**config.mk**
```make
export PLATFORM = sky130hd
export DESIGN_NAME = pdc_duty_compare
export DESIGN_NICKNAME = d
export VERILOG_FILES = /design/src/pkg/pdc_pkg.sv /design/src/design/pdc_duty_compare.sv
export SDC_FILE = /design/constraint.sdc
export NUM_CORES = 1
export LEC_CHECK = 0
export BUFFER_PORTS_ARGS = -buffer_cell sky130_fd_sc_hd__buf_2
export CORE_ASPECT_RATIO = 0.7
export CORE_MARGIN = 2
export CORE_UTILIZATION = 56
export CTS_BUF_LIST = sky130_fd_sc_hd__clkbuf_4 sky130_fd_sc_hd__clkbuf_8
export DETAILED_ROUTE_END_ITERATION = 12
export PLACE_DENSITY = 0.78
export SKIP_CTS_REPAIR_TIMING = 1
export SLEW_MARGIN = 15
export SYNTH_ARGS = -nofsm -noshare
export SYNTH_HDL_FRONTEND = slang
export SYNTH_SLANG_ARGS = --single-unit
```
**constraint.sdc**
```tcl
create_clock -name core_clk -period 3 [get_ports core_clk]
set_input_delay 0.3 -clock core_clk [delete_from_list [all_inputs] [get_ports core_clk]]
set_output_delay 0.3 -clock core_clk [all_outputs]
set_load 0.02 [all_outputs]
```
**src/pkg/pdc_pkg.sv**
```systemverilog
// Purpose: Shared constants for the duty cycle comparison block
// Assumes: 32-bit AXI4-Lite register access, one aligned word per register
// Notes:   Offsets are byte addresses; fields sit in the low bits of each word
package pdc_pkg;

   // ----------------------------------------------------------------
   // Register offsets
   // ----------------------------------------------------------------
   localparam logic [7:0] OFS_CONTROL = 8'h00;
   localparam logic [7:0] OFS_PERIOD = 8'h04;
   localparam logic [7:0] OFS_COUNTER = 8'h08;
   localparam logic [7:0] OFS_DUTY_BASE = 8'h10;
   localparam logic [7:0] OFS_DUTY_STEP = 8'h04;

   // ----------------------------------------------------------------
   // Field positions in the time base control and counter words
   // ----------------------------------------------------------------
   localparam int CTL_ENABLE_BIT = 15;
   localparam int CTL_IUE_BIT = 8;
   localparam int CTL_PRESCALE_LSB = 2;
   localparam int CTL_MODE_LSB = 0;
   localparam int CNT_DIR_BIT = 15;

   // ----------------------------------------------------------------
   // Reset values
   // ----------------------------------------------------------------
   localparam logic [14:0] PERIOD_RESET = 15'h0000;
   localparam logic [15:0] DUTY_RESET = 16'h0000;

   // ----------------------------------------------------------------
   // AXI responses
   // ----------------------------------------------------------------
   localparam logic [1:0] RESP_OKAY = 2'h0;
   localparam logic [1:0] RESP_SLVERR = 2'h2;

   // ----------------------------------------------------------------
   // Time base modes and prescale selections
   // ----------------------------------------------------------------
   typedef enum logic [1:0] {
      MODE_FREE = 2'b00,
      MODE_SINGLE = 2'b01,
      MODE_UPDOWN = 2'b10,
      MODE_DOUBLE = 2'b11
   } pdc_mode_t;

   typedef enum logic [1:0] {
      PRE_1 = 2'b00,
      PRE_4 = 2'b01,
      PRE_16 = 2'b10,
      PRE_64 = 2'b11
   } pdc_pre_t;

   // Last prescaler count per selection
   localparam logic [5:0] PRE_LAST_4 = 6'h03;
   localparam logic [5:0] PRE_LAST_16 = 6'h0F;
   localparam logic [5:0] PRE_LAST_64 = 6'h3F;

endpackage

```
**src/design/pdc_duty_compare.sv**
```systemverilog
// Purpose: Four-generator duty cycle comparison unit with its time base
// Assumes: core_clk is the instruction clock; AXI4-Lite master keeps the protocol
// Notes:   Half-cycle edge at 1:1 prescale is flagged on halfEdge for the output stage
//
// Function
// - Four generators, each with a 16-bit writable duty buffer register.
// - Duty bits 15:1 match counter; duty bit 0 picks full or half edge.
// - At prescale 1:4, 1:16, 1:64 duty bit 0 compares with prescaler MSB.
// - Free running mode gives edge aligned outputs from period and duty.
// - Edge aligned: nonzero duty output goes active at counter zero.
// - Edge aligned: output goes inactive when counter equals duty.
// - Zero duty keeps output inactive all period, both alignments.
// - Duty above period keeps output active all period, both alignments.
// - Immediate update set: duty write loads active compare at once.
// - Single event: outputs go active when software sets enable.
// - Single event: output goes inactive on duty match.
// - Single event period match clears counter, outputs, enable; raises event.
// - Single event mode produces edge aligned pulses only.
// - Mode field upper bit set gives center aligned outputs.
// - Center aligned: output goes active on match while counting down.
// - Center aligned: output goes inactive on match while counting up.
// - Hidden active duty register loads from buffer at update points; immediate-update or halted duty writes load it at once.
// - Free running and single event: reload at period match counter reset.
// - Time base disabled: duty write updates active duty immediately.
// - Up/down mode: reload when counter at zero turns upward.
// - Double update mode: reload at zero and at period match.
// - Mode field: 00 free, 01 single, 10 up/down, 11 double update.
// - Up/down counts to period then down; counter bit 15 reads direction.
//
// The AXI4-Lite slave port and the address map are this design's own decisions.
`timescale 1ns/1ns

module pdc_duty_compare #(
   parameter int NUM_GEN = 4,
   parameter int DUTY_W = 16
) (
   // Clock and reset
   input wire logic core_clk,
   input wire logic rst_n,
   // AXI4-Lite write address
   input wire logic [7:0] s_axi_awaddr,
   input wire logic s_axi_awvalid,
   output logic s_axi_awready,
   // AXI4-Lite write data
   input wire logic [31:0] s_axi_wdata,
   input wire logic [3:0] s_axi_wstrb,
   input wire logic s_axi_wvalid,
   output logic s_axi_wready,
   // AXI4-Lite write response
   output logic [1:0] s_axi_bresp,
   output logic s_axi_bvalid,
   input wire logic s_axi_bready,
   // AXI4-Lite read address
   input wire logic [7:0] s_axi_araddr,
   input wire logic s_axi_arvalid,
   output logic s_axi_arready,
   // AXI4-Lite read data
   output logic [31:0] s_axi_rdata,
   output logic [1:0] s_axi_rresp,
   output logic s_axi_rvalid,
   input wire logic s_axi_rready,
   // Compare outputs toward dead time logic
   output logic [NUM_GEN-1:0] cmpOut,
   output logic [NUM_GEN-1:0] halfEdge,
   output logic periodEvent
);

   // ----------------------------------------------------------------
   // Declarations
   // ----------------------------------------------------------------
   logic awHeld;
   logic wHeld;
   logic [7:0] wrAddr;
   logic [31:0] wrData;
   logic [3:0] wrStrb;
   logic wrFire;
   logic tbEnable;
   logic immUpdate;
   pdc_pkg::pdc_mode_t tbMode;
   pdc_pkg::pdc_pre_t tbPre;
   logic [14:0] periodBuf;
   logic [14:0] periodAct;
   logic [14:0] count;
   logic countDown;
   logic [5:0] preCnt;
   logic [5:0] preLast;
   logic preMsb;
   logic tick;
   logic wrControl;
   logic wrPeriod;
   logic perMatch;
   logic zeroTurn;
   logic dutyLoad;
   logic [15:0] dutyBuf [NUM_GEN];
   logic [15:0] dutyAct [NUM_GEN];
   logic [31:0] next_rdata;
   logic next_rerr;

   // Byte-lane merge of a write into a 16-bit register
   function automatic logic [15:0] merge16(input logic [15:0] old, input logic [31:0] data,
                                           input logic [3:0] strb);
      logic [15:0] res;
      res = old;
      if (strb[0]) begin
         res[7:0] = data[7:0];
      end
      if (strb[1]) begin
         res[15:8] = data[15:8];
      end
      return res;
   endfunction

   // ----------------------------------------------------------------
   // AXI4-Lite write channel
   // ----------------------------------------------------------------
   // Address and data may arrive in either order; both are held until the response
   assign s_axi_awready = !awHeld && !s_axi_bvalid;
   assign s_axi_wready = !wHeld && !s_axi_bvalid;
   assign wrFire = awHeld && wHeld && !s_axi_bvalid;

   // Capture of address and data
   always_ff @(posedge core_clk or negedge rst_n) begin
      if (!rst_n) begin
         awHeld <= 1'b0;
         wHeld <= 1'b0;
         wrAddr <= 8'h00;
         wrData <= 32'h0000_0000;
         wrStrb <= 4'h0;
      end else begin
         if (s_axi_awvalid && s_axi_awready) begin
            awHeld <= 1'b1;
            wrAddr <= s_axi_awaddr;
         end else if (wrFire) begin
            awHeld <= 1'b0;
         end
         if (s_axi_wvalid && s_axi_wready) begin
            wHeld <= 1'b1;
            wrData <= s_axi_wdata;
            wrStrb <= s_axi_wstrb;
         end else if (wrFire) begin
            wHeld <= 1'b0;
         end
      end
   end

   // Write response; unmapped or read-only targets answer SLVERR
   always_ff @(posedge core_clk or negedge rst_n) begin
      if (!rst_n) begin
         s_axi_bvalid <= 1'b0;
         s_axi_bresp <= pdc_pkg::RESP_OKAY;
      end else if (wrFire) begin
         s_axi_bvalid <= 1'b1;
         s_axi_bresp <= (wrControl || wrPeriod || (wrAddr >= pdc_pkg::OFS_DUTY_BASE &&
                         wrAddr < pdc_pkg::OFS_DUTY_BASE + 8'(NUM_GEN * 4) && wrAddr[1:0] == 2'b00))
                        ? pdc_pkg::RESP_OKAY : pdc_pkg::RESP_SLVERR;
      end else if (s_axi_bready) begin
         s_axi_bvalid <= 1'b0;
      end
   end

   assign wrControl = wrFire && wrAddr == pdc_pkg::OFS_CONTROL;
   assign wrPeriod = wrFire && wrAddr == pdc_pkg::OFS_PERIOD;

   // ----------------------------------------------------------------
   // Time base control register
   // ----------------------------------------------------------------
   // Hardware halt in single event mode; a software write in the same cycle wins
   always_ff @(posedge core_clk or negedge rst_n) begin
      if (!rst_n) begin
         tbEnable <= 1'b0;
         immUpdate <= 1'b0;
         tbMode <= pdc_pkg::MODE_FREE;
         tbPre <= pdc_pkg::PRE_1;
      end else begin
         if (perMatch && tbMode == pdc_pkg::MODE_SINGLE) begin
            tbEnable <= 1'b0;
         end
         if (wrControl && wrStrb[1]) begin
            tbEnable <= wrData[pdc_pkg::CTL_ENABLE_BIT];
            immUpdate <= wrData[pdc_pkg::CTL_IUE_BIT];
         end
         if (wrControl && wrStrb[0]) begin
            tbMode <= pdc_pkg::pdc_mode_t'(wrData[pdc_pkg::CTL_MODE_LSB +: 2]);
            tbPre <= pdc_pkg::pdc_pre_t'(wrData[pdc_pkg::CTL_PRESCALE_LSB +: 2]);
         end
      end
   end

   // ----------------------------------------------------------------
   // Prescaler
   // ----------------------------------------------------------------
   // Last count and MSB per selection
   always_comb begin
      case (tbPre)
         pdc_pkg::PRE_4: begin
            preLast = pdc_pkg::PRE_LAST_4;
            preMsb = preCnt[1];
         end
         pdc_pkg::PRE_16: begin
            preLast = pdc_pkg::PRE_LAST_16;
            preMsb = preCnt[3];
         end
         pdc_pkg::PRE_64: begin
            preLast = pdc_pkg::PRE_LAST_64;
            preMsb = preCnt[5];
         end
         default: begin
            preLast = 6'h00;
            preMsb = 1'b0;
         end
      endcase
   end

   assign tick = tbEnable && preCnt == preLast;

   // Prescaler count; a control write restarts it
   always_ff @(posedge core_clk or negedge rst_n) begin
      if (!rst_n) begin
         preCnt <= 6'h00;
      end else if (wrControl || !tbEnable || tick) begin
         preCnt <= 6'h00;
      end else begin
         preCnt <= preCnt + 6'h01;
      end
   end

   // ----------------------------------------------------------------
   // Time base counter and direction
   // ----------------------------------------------------------------
   assign perMatch = tick && !countDown && count >= periodAct;
   assign zeroTurn = tick && countDown && count == 15'h0000;

   // Counter: wrap in free and single modes, reverse in up/down modes
   always_ff @(posedge core_clk or negedge rst_n) begin
      if (!rst_n) begin
         count <= 15'h0000;
         countDown <= 1'b0;
      end else if (tick) begin
         case (tbMode)
            pdc_pkg::MODE_FREE, pdc_pkg::MODE_SINGLE: begin
               countDown <= 1'b0;
               count <= perMatch ? 15'h0000 : count + 15'h0001;
            end
            pdc_pkg::MODE_UPDOWN, pdc_pkg::MODE_DOUBLE: begin
               if (perMatch) begin
                  countDown <= 1'b1;
                  count <= (count == 15'h0000) ? 15'h0000 : count - 15'h0001;
               end else if (zeroTurn) begin
                  countDown <= 1'b0;
                  count <= (periodAct == 15'h0000) ? 15'h0000 : 15'h0001;
               end else if (countDown) begin
                  count <= count - 15'h0001;
               end else begin
                  count <= count + 15'h0001;
               end
            end
            default: begin
               count <= count;
            end
         endcase
      end
   end

   // Period buffer and its hidden active copy, loaded at zero or while halted
   always_ff @(posedge core_clk or negedge rst_n) begin
      if (!rst_n) begin
         periodBuf <= pdc_pkg::PERIOD_RESET;
         periodAct <= pdc_pkg::PERIOD_RESET;
      end else begin
         if (wrPeriod) begin
            periodBuf <= 15'(merge16({1'b0, periodBuf}, wrData, wrStrb));
         end
         if (!tbEnable || (tbMode[1] ? zeroTurn : perMatch)) begin
            periodAct <= periodBuf;
         end
      end
   end

   // ----------------------------------------------------------------
   // Duty update points
   // ----------------------------------------------------------------
   // Reload points depend on mode; apart from immediate-update or halted duty writes, only these edges load
   always_comb begin
      case (tbMode)
         pdc_pkg::MODE_FREE, pdc_pkg::MODE_SINGLE: dutyLoad = perMatch;
         pdc_pkg::MODE_UPDOWN: dutyLoad = zeroTurn;
         pdc_pkg::MODE_DOUBLE: dutyLoad = zeroTurn || perMatch;
         default: dutyLoad = 1'b0;
      endcase
   end

   // Period event pulse, one cycle per update point
   always_ff @(posedge core_clk or negedge rst_n) begin
      if (!rst_n) begin
         periodEvent <= 1'b0;
      end else begin
         periodEvent <= dutyLoad;
      end
   end

   // ----------------------------------------------------------------
   // Generators
   // ----------------------------------------------------------------
   for (genvar g = 0; g < NUM_GEN; g++) begin : gen_unit
      logic wrDuty;
      logic [15:0] newBuf;

      assign wrDuty = wrFire && wrAddr == pdc_pkg::OFS_DUTY_BASE + 8'(g * 4);
      assign newBuf = merge16(dutyBuf[g], wrData, wrStrb);

      // Buffer and hidden active duty register
      always_ff @(posedge core_clk or negedge rst_n) begin
         if (!rst_n) begin
            dutyBuf[g] <= pdc_pkg::DUTY_RESET;
            dutyAct[g] <= pdc_pkg::DUTY_RESET;
         end else begin
            if (wrDuty) begin
               dutyBuf[g] <= newBuf;
            end
            if (wrDuty && (immUpdate || !tbEnable)) begin
               dutyAct[g] <= newBuf;
            end else if (dutyLoad) begin
               dutyAct[g] <= wrDuty ? newBuf : dutyBuf[g];
            end
         end
      end

      // Level compare of {counter, half step} against duty:
      // edge mode rises at zero, falls on match; center mode
      // rises on down match, falls on up match. Zero duty never
      // wins, duty above the period always does; halted is low.
      always_ff @(posedge core_clk or negedge rst_n) begin
         if (!rst_n) begin
            cmpOut[g] <= 1'b0;
            halfEdge[g] <= 1'b0;
         end else begin
            cmpOut[g] <= tbEnable && !(perMatch && tbMode == pdc_pkg::MODE_SINGLE) &&
                         ({count, preMsb} < dutyAct[g]);
            halfEdge[g] <= tbPre == pdc_pkg::PRE_1 && dutyAct[g][0];
         end
      end
   end

   // ----------------------------------------------------------------
   // AXI4-Lite read channel
   // ----------------------------------------------------------------
   assign s_axi_arready = !s_axi_rvalid;

   // Read decode
   always_comb begin
      next_rdata = 32'h0000_0000;
      next_rerr = 1'b0;
      case (s_axi_araddr)
         pdc_pkg::OFS_CONTROL: begin
            next_rdata[pdc_pkg::CTL_ENABLE_BIT] = tbEnable;
            next_rdata[pdc_pkg::CTL_IUE_BIT] = immUpdate;
            next_rdata[pdc_pkg::CTL_PRESCALE_LSB +: 2] = tbPre;
            next_rdata[pdc_pkg::CTL_MODE_LSB +: 2] = tbMode;
         end
         pdc_pkg::OFS_PERIOD: begin
            next_rdata[14:0] = periodBuf;
         end
         pdc_pkg::OFS_COUNTER: begin
            next_rdata[pdc_pkg::CNT_DIR_BIT] = countDown;
            next_rdata[14:0] = count;
         end
         default: begin
            next_rerr = 1'b1;
            for (int i = 0; i < NUM_GEN; i++) begin
               if (s_axi_araddr == pdc_pkg::OFS_DUTY_BASE + 8'(i * 4)) begin
                  next_rdata[15:0] = dutyBuf[i];
                  next_rerr = 1'b0;
               end
            end
         end
      endcase
   end

   // Read data register, answer one cycle after the address is taken
   always_ff @(posedge core_clk or negedge rst_n) begin
      if (!rst_n) begin
         s_axi_rvalid <= 1'b0;
         s_axi_rdata <= 32'h0000_0000;
         s_axi_rresp <= pdc_pkg::RESP_OKAY;
      end else if (s_axi_arvalid && s_axi_arready) begin
         s_axi_rvalid <= 1'b1;
         s_axi_rdata <= next_rdata;
         s_axi_rresp <= next_rerr ? pdc_pkg::RESP_SLVERR : pdc_pkg::RESP_OKAY;
      end else if (s_axi_rready) begin
         s_axi_rvalid <= 1'b0;
      end
   end

endmodule // pdc_duty_compare

```
# --- Word-level counts from Yosys, hierarchy flattened ---
# Index checks and enable logic that the tools add are counted.
word_totals:
  reg_bits: 245
  wordCells: 198
op_classes:
  addsub: 3
  order_cmp: 7
  eq_ne: 19
  n_mux: 60
  n_reduce_logical: 72
op_table:
  columns: ["op", "n"]
  rows:
  - ["$mux 16", 16]
  - ["$mux 15", 5]
  - ["$eq 8x5->1 const B", 8]
  - ["$lt 16x16->1", 4]
  - ["$mux 8", 8]
  - ["$logic_and 1x1->1", 36]
  - ["$pmux 6 s3", 2]
  - ["$logic_not 15->1", 2]
  - ["$pmux 15 s2", 1]
  - ["$pmux 4 s3", 2]
  - ["$mux 1", 18]
  - ["$reduce_bool 2->1", 9]
  - ["$eq 8x3->1 const B", 2]
  - ["$logic_not 8->1", 2]
  - ["$add 15x1->15 const B", 1]
  - ["$ge 15x15->1", 1]
  - ["$sub 15x1->15 const B", 1]
  - ["$pmux 1 s3", 4]
  - ["$eq 2x2->1 const B", 4]
  - ["$eq 8x4->1 const B", 1]
  - ["$ge 8x5->1 const B", 1]
  - ["$lt 8x6->1 const B", 1]
  - ["$logic_not 1->1", 7]
  - ["$logic_or 1x1->1", 7]
  - ["11 further kinds", 18]

# --- Logic depth before layout (Yosys ltp) ---
# Gate-level depths: netlist of run 1.
logic_depth:
  word_depth: 10
  mapped_depth: 12

# --- Least setup slack after synthesis of run 1 ---
# No wires, ideal clock.
synth_path:
  kind: "register -> register"
  start: "register count[0]"
  end: "register dutyAct[53] in the netlist's numbering"
  arrival_ps: 2802
  required_time_ps: 2875
  path_slack_ps: 73
  stages_incl_launch_ff: 13
  synth_period_minus_slack_ps: 2927
  path_cell_list: "dfrtp_1 inv_1 ha_1 nand2b_1 a211o_1 a211oi_2 o311ai_2 a41o_1 buf_6 a21o_1 buf_6 buf_12 mux2_4"
synth_via:
  elab_chain_len: 5
synth_rtl:
  columns: ["item", "line_no", "rtl"]
  rows:
  - ["start: declaration", "pdc_duty_compare.sv:83", "logic [14:0] count;"]
  - ["start signal: assignment", "pdc_duty_compare.sv:242", "count <= perMatch ? 15'h0000 : count + 15'h0001;"]
  - ["start signal: assignment", "pdc_duty_compare.sv:247", "count <= (count == 15'h0000) ? 15'h0000 : count - 15'h0001;"]
  - ["start signal: assignment", "pdc_duty_compare.sv:250", "count <= (periodAct == 15'h0000) ? 15'h0000 : 15'h0001;"]
  - ["$ge 15x15->1 / $logic_not 15->1 (equally long branches)", "pdc_duty_compare.sv:230, pdc_duty_compare.sv:231", null]
  - ["$logic_and 1x1->1 (on tied branches)", "pdc_duty_compare.sv:230, pdc_duty_compare.sv:231", null]
  - ["$logic_or 1x1->1", "pdc_duty_compare.sv:287", "pdc_pkg::MODE_DOUBLE: dutyLoad = zeroTurn || perMatch;"]
  - ["$pmux 1 s3 *", "pdc_duty_compare.sv:284", "case (tbMode)"]
  - ["named net dutyLoad", "pdc_duty_compare.sv:93", "logic dutyLoad;"]
  - ["$reduce_bool 2->1 (no source line) *", null, null]
  - ["end signal: indexed assignment", "pdc_duty_compare.sv:315", "dutyAct[g] <= pdc_pkg::DUTY_RESET;"]
  - ["end signal: indexed assignment", "pdc_duty_compare.sv:321", "dutyAct[g] <= newBuf;"]
  - ["end signal: indexed assignment", "pdc_duty_compare.sv:323", "dutyAct[g] <= wrDuty ? newBuf : dutyBuf[g];"]
  - ["end: declaration", "pdc_duty_compare.sv:95", "logic [15:0] dutyAct [NUM_GEN];"]
# The timed path passes the listed nets; every way through them passes the cells marked *.
# A chain may end at the register's enable or synchronous reset.

# --- Final worst setup path of run 1 ---
layout_path:
  start: "register count[0]"
  end: "register dutyAct[5] in the netlist's numbering"
layout_via:
  elab_chain_len: 5
layout_rtl:
  columns: ["item", "line_no"]
  rows:
  - ["$ge 15x15->1 / $logic_not 15->1 (equally long branches)", "pdc_duty_compare.sv:230, pdc_duty_compare.sv:231"]
  - ["$logic_and 1x1->1 (on tied branches)", "pdc_duty_compare.sv:230, pdc_duty_compare.sv:231"]
  - ["$logic_or 1x1->1", "pdc_duty_compare.sv:287"]
  - ["$pmux 1 s3 *", "pdc_duty_compare.sv:284"]
  - ["$reduce_bool 2->1 (no source line) *", null]
# Every way passes the cells marked *; elsewhere a longest branch is shown, timed or not.

==> summary.md, run 1 <==
| Metric | Value |
|---|---|
| H-tree Lvls | `2` |
| Total die area | `24900 um^2` |
| Core ar. | `between 20000 and 25000 um^2` |
| Gr usage total | `0.268` |
| Largest area contributor in the netlist | `dfrtp_1` |
| Layout cell share with drive strength beyond 1 | `0.315` |
| WP data required | `3420 ps` |
| Pre-CTS setup slack | `127 ps` |
| I/O Buffers | `72` |
| Placed insts | `1574` |
| Area grow syn2layout | `15.5%` |
| Max VDD drop | `0.543 mV` |
| Hold path cells | `2` |
| Int Power | `6.28 mW` |
| Sequential power share | `0.461` |
| DP HPWL | `23600 um` |
| Peak per-stage delay on the critical path | `about 400 ps` |
| FF-to-FF path depth | `10` |
| GP Congestion | `0.932` |
| Pre-Repair DR Iteration Count | `6` |
| Rows | `between 40 and 50` |
| Worst min path class | `primary input to flop` |
| Clk pwr share | `0.334` |
| Critical Path End Type | `flop` |
| Clk_lat worst skew | `between 500 and 600 ps` |
| Leak Pwr | `7.20 nW` |
| Overall Power | `9.14 mW` |
| Worst Setup Path Type | `flop to flop` |
| Net Sw Frac | `0.313` |
| RSZ-0062 raised after global routing | `no` |
| Die width | `roughly 190 um` |
| Syn_area_per_cell | `11.2 um^2` |
| Clock skew | `21.7 ps` |
| Post-layout util | `0.654` |
| Asr flop ratio synth | `1.00` |
| Via count | `9828` |
| Ant diodes | `0` |
| Clock-pin slew on the worst setup and hold paths | `60 ps` |
| Critical Path Start Type | `flop` |
| Routed wire length | `~33000 um` |
| Syn Inst Count | `1178` |
| Vias per cell | `5.89` |
| Slowest cell on crit path | `a41o_2` |
| Hold Fails Final Rpt | `0` |
| Combinational share of power | `0.205` |
| Critical Path AT | `3300 ps` |
| Crit path cell chain | `inv_1, ha_1, nand2b_1, a211o_1, a211oi_2, o311ai_2, a41o_2, a21oi_4, buf_12, mux2_2` |
| FF+latch area | `between 6000 and 7000 um^2` |
| Status | `complete, no violations` |
| Grt ovf | `0` |
| Crit path time final | `2880 ps` |
| Largest cells by area after synthesis | `dfrtp_1 (46%), mux2_2 (13%), ha_1 (7.5%), mux2_4 (5.7%), o21ai_0 (2.9%)` |
| Footprint of the multi-input gates | `6510 um^2` |
| Post-synthesis sequential area ratio | `0.459` |
| Root Buffer | `clkbuf_8` |
| Initial antenna violation count | `0` |
| Drc violations | `0` |
| FILL cells | `1795` |
| Io pins | `109` |
| Worst slew pin tran | `1040 ps` |
| Synth top area share | `0.459` |
| Yosys warns | `0` |
| Max-slew headroom | `0.302` |
| 1st-iter DRT viols | `1034` |
| Top_reg_cell synth | `dfrtp_1` |
| First-pass GRT wire length | `between 50000 and 60000 um` |
| Final Max Tran Viols | `0` |
| Post-synth EDFFs | `0` |
| Routed WL per cell | `19.9 um` |
| Non-filler cells, final | `1669` |
| Clk sinks | `~240` |
| Clock Path Buffers | `3` |
| Tcrit/Tclk final | `0.960` |
| # setup viols final | `0` |
| PwrDens | `approximately 600 nW/um^2` |
| Cts bufs inserted | `39` |
| P_sw | `2.86 mW` |
| Synth Cell Area | `13200 um^2` |
| Layout Nets | `1463` |
| Synth cell types | `75` |
| Vias in the first global route | `about 10000` |
| Commonest cells post-synth | `dfrtp_1 (243), mux2_2 (153), inv_1 (91), nand2_1 (83), ha_1 (79)` |
| Max Cap Viol | `0` |
| Initial Util | `0.566` |
| Synthesis-stage register bit count | `243` |
| Largest net degree at the start of global routing | `99` |
| Highest clock rate | `347 MHz` |
| CP Max Fanout | `16` |
| Post-route setup slack | `120 ps` |
| Final setup TNS | `0 ps` |
| Final ANT Viol Nets | `0` |
| Count leader, synth | `dfrtp_1` |
| TritonCTS clock tree | `built` |
| Die H | `between 100 and 150 um` |
-- cells by family after synthesis --
kind of cell    share of synthesized area
flops                               0.459
xor+xnor                          0.00463
other cells                      0.000283
simple gates                       0.0969
buf+inv                            0.0553
fa+ha+maj                          0.0746
mux                                 0.191
compound gates                      0.118
-- metrics by stage --
stage / instance area (um^2) / hold slack (ps)
after floorplan: 13300 / 4.41
after global placement: 14200 / 375
after detailed placement: 14200 / 384
after CTS: 15000 / -201
after global routing: 15300 / 6.98
final: 15300 / 5.76
-- per-layer routing --
metal,share of wire,vias to the layer above,GRT usage
met5,0,-,0
met4,0.026,0,0.0888
met3,0.081,78,0.0631
met2,0.43,398,0.394
met1,0.46,4849,0.392
li1,-,4503,-
-- cells in the final DEF, fill, tap and decap left out, types with 19 or more instances in the layout --
cell / synthesis / layout
dfrtp_1: 243 / 243
buf_2: 5 / 71
o21ai_0: 77 / 77
dlygate4sd3_1: 0 / 28
buf_4: 18 / 48
ha_1: 79 / 79
inv_1: 91 / 91
nor2_1: 41 / 41
a221oi_1: 19 / 19
nand3_1: 22 / 22
a21oi_1: 35 / 35
clkbuf_8: 0 / 45
nand2_1: 83 / 83
a21o_1: 19 / 19
mux2_2: 153 / 153
mux2_4: 50 / 50
-- area by class of cell --
type,count,share of cell area
inverters,91,0.0223
flip-flops and latches,243,0.397
well taps,318,0.0260
clock buffers,59,0.0473
repair buffers,155,0.0752
clock inverters,8,0.00638
multi-input cells,795,0.425
-- registers in the layout, indices dropped and copies added (netlist names), 2 cells and up --
signal	flops
dutyAct	64
dutyBuf	64
s_axi_rdata	16
wrData	16
count	15
periodAct	15
periodBuf	15
wrAddr	8
preCnt	6
cmpOut	4
halfEdge	4
tbMode	2
tbPre	2
wrStrb	2
-- worst paths after layout --
kind / from / endpoint / slack, ps
worst max-delay path: count[0] / dutyAct[5] / 120
worst min-delay path: s_axi_wdata[1] / wrData[1] / 6
worst max register to register: count[0] / dutyAct[5] / 120
worst min register to register: s_axi_rdata[5] / s_axi_rdata[5] / 470
max in group asynchronous: rst_n / wrAddr[3] / 1830
min in group asynchronous: rst_n / count[3] / 360
-- power by group through the flow --
stage	sequential, mW	clock (mW)	combinational [mW]
CTS	4.19	3.09	1.83
global route	4.26	3.25	2.04
global placement	4.22	0	1.75
detailed placement	4.24	0	1.81
floorplan	4.03	0	1.32
finish	4.22	3.06	1.87
-- worst max-delay path, delay by kind of cell (launching register included) --
family / cells / cell delay [ps]
mux: 1 / 350
simple gates: 1 / 140
compound gates: 5 / 1330
fa+ha+maj: 1 / 240
flops: 1 / 370
buf+inv: 2 / 300
Note: power is estimated with default switching activity, not from simulation.
==> inputs of run 2 (changes only) <==
- ABC_AREA: unset -> 1
- CORE_ASPECT_RATIO: 0.7 -> 1.25
- CORE_UTILIZATION: 56 -> 57
- PLACE_DENSITY: 0.78 -> 0.79
==> summary.md, run 2 <==
| Metric | Value |
|---|---|
| Top_reg_cell synth | `dfrtp_1` |
| Cts bufs inserted | `40` |
| Io pins | `109` |
| Post-synth EDFFs | `0` |
| Final setup TNS | `0 ps` |
| Final Max Tran Viols | `0` |
| Peak per-stage delay on the critical path | `450 ps` |
| RSZ-0062 raised after global routing | `no` |
| Synth cell types | `45` |
| Sequential power share | `0.333` |
| Core ar. | `23000 um^2` |
| DP HPWL | `29500 um` |
| Hold path cells | `3` |
| Max Cap Viol | `0` |
| Gr usage total | `0.332` |
| Die H | `176 um` |
| Worst hold slack | `-4.22 ps` |
| Crit path cell chain | `ha_1, a21oi_1, nand2_1, nand2_1, nand2_1, nand2_1, nand3_1, nand2_4, nand2_2, nand2_4, nand3_2, buf_4, nand2_1, o21ai_0` |
| Crit path time final | `2720 ps` |
| Largest registers | `dutyAct (64), dutyBuf (64)` |
| Critical Path End Type | `flop` |
| # setup viols final | `0` |
| Initial Util | `0.582` |
| Via count | `12300` |
| Area grow syn2layout | `12.5%` |
| Combinational share of power | `0.422` |
| Synthesis-stage register bit count | `243` |
| FF-to-FF setup slack | `280 ps` |
| Pre-Repair DR Iteration Count | `8` |
| Status | `finished, violations left` |
| Worst R2R Start | `count[2]` |
| Clk sinks | `243` |
| Commonest cells post-synth | `nand2_1 (379), dfrtp_1 (243), o21ai_0 (212), inv_1 (202), nor2_1 (157)` |
| Initial antenna violation count | `0` |
| First-pass GRT wire length | `approximately 64000 um` |
| Syn_area_per_cell | `about 8 um^2` |
| Tcrit/Tclk final | `0.906` |
| Failing checks | `negative hold slack` |
| Largest area contributor in the netlist | `dfrtp_1` |
| 1st-iter DRT viols | `about 1000` |
| Clock skew | `30.8 ps` |
| Worst min path class | `primary input to flop` |
| Clk pwr share | `0.245` |
| Worst Setup Path Type | `flop to flop` |
| Net Sw Frac | `0.422` |
| Routed WL per cell | `19.0 um` |
| Final ANT Viol Nets | `0` |
| H-tree Lvls | `2` |
| TritonCTS clock tree | `built` |
| Commonest non-fill, non-tap cell in the layout | `nand2_1` |
| Largest cells by area after synthesis | `dfrtp_1 (45%), nand2_1 (11%), o21ai_0 (7.9%), ha_1 (7.4%), inv_1 (5.7%)` |
| Vias per cell | `5.81` |
| Clock-pin slew on the worst setup and hold paths | `approximately 60 ps` |
| Yosys warns | `0` |
| I/O Buffers | `72` |
| Slowest cell on crit path | `dfrtp_1` |
| Die width | `141 um` |
| Clock Path Buffers | `3` |
| Layout cell share with drive strength beyond 1 | `0.119` |
| Count leader, synth | `nand2_1` |
| GP Congestion | `0.982` |
| Largest net degree at the start of global routing | `106` |
| Synth Cell Area | `approximately 13000 um^2` |
| CP dominant cell by count | `nand2_1` |
| Post-route setup slack | `282 ps` |
| PwrDens | `810 nW/um^2` |
| FILL cells | `1901` |
| WP data required | `3420 ps` |
| Root Buffer | `clkbuf_8` |
| Routed wire length | `40300 um` |
| Max VDD drop | `0.355 mV` |
| Highest clock rate | `368 MHz` |
| Rows | `62` |
| Layout Nets | `1937` |
| FF-to-FF path depth | `14` |
| Grt ovf | `0` |
| Vias in the first global route | `12100` |
| Int Power | `7.07 mW` |
| Pre-CTS setup slack | `276 ps` |
| Syn Inst Count | `between 1500 and 2000` |
| Total die area | `between 20000 and 25000 um^2` |
| Hold Fails Final Rpt | `3` |
| Critical Path Start Type | `flop` |
| CP Max Fanout | `17` |
| Asr flop ratio synth | `1.00` |
| Clk_lat worst skew | `560 ps` |
| Critical Path AT | `~3100 ps` |
| Ant diodes | `0` |
| Synth top area share | `0.453` |
| Critical Path Sink | `dutyAct[23]` |
| Max-slew headroom | `0.382` |
| Drc violations | `0` |
| Post-synthesis sequential area ratio | `0.453` |
| Commonest cells after routing, fill and taps aside | `nand2_1 (379), dfrtp_1 (243), o21ai_0 (212)` |
| Leak Pwr | `7.57 nW` |
| Worst setup path start | `count[2]` |
| P_sw | `5.16 mW` |
| Worst slew pin tran | `926 ps` |
| RR Endpoint | `dutyAct[23]` |
-- run 2: routing by layer --
metal  track usage  vias up  routed length [um]
met5             0        -                   0
met4         0.229        0                3150
met3        0.0635      175                3390
met2         0.546      624               18900
met1         0.393     5736               14800
li1              -     5755                   -
-- run 2: stage by stage --
step / utilization / hold slack (ps) / instance area [um^2] / cells / power (mW)
2_1_floorplan: - / 4.41 / 13500 / 1712 / 7.46
4_1_cts: 0.652 / -147 / 15000 / 2109 / 12.1
6_report: 0.655 / -4.22 / 15100 / 2115 / 12.2
3_5_place_dp: 0.616 / 434 / 14200 / 2039 / 9.14
3_3_place_gp: 0.616 / 421 / 14200 / 2039 / 8.99
5_1_grt: 0.655 / 7.73 / 15100 / 2115 / 13.0
-- run 2: area by class of cell --
class                   count  area [um^2]  area share
well taps                 288          360      0.0239
clock inverters            11         71.3     0.00473
clock buffers              59          768      0.0509
multi-input cells        1184         6210       0.412
flip-flops and latches    243         6080       0.403
repair buffers            126          828      0.0549
inverters                 204          768      0.0509
-- run 2: worst min path at each step --
stage,from,endpoint,slack [ps]
floorplan,rst_n,awHeld,4
global placement,rst_n,periodAct[12],420
detailed placement,rst_n,periodAct[12],430
CTS,rst_n,periodAct[10],-150
global route,s_axi_wdata[11],wrData[11],8
finish,s_axi_wdata[13],wrData[13],-4
-- run 2: power groups by stage --
stage / Combinational (mW) / Clock (mW) / Sequential [mW]
floorplan: 3.30 / 0 / 4.16
global placement: 4.90 / 0 / 4.09
detailed placement: 5.04 / 0 / 4.11
CTS: 5.06 / 3.02 / 4.06
global route: 5.73 / 3.17 / 4.10
finish: 5.16 / 2.99 / 4.07
-- run 2: kinds of logic after synthesis --
logic type | Yosys count | share of synthesized area
AND/OR/NAND/NOR | 687 | 0.219
adder cells (fa/ha/maj) | 79 | 0.0737
buffers and inverters | 285 | 0.0895
AO/OA/AOI/OAI | 376 | 0.148
XOR/XNOR | 21 | 0.0137
multiplexers | 3 | 0.00252
other | 1 | 0.000279
flip-flops | 243 | 0.453
-- run 2: worst max-delay path, delay by kind of cell (launching register included) --
family	cells	cell delay, ps
compound gates	2	230
fa+ha+maj	1	350
buf+inv	1	310
flops	1	450
simple gates	10	1240
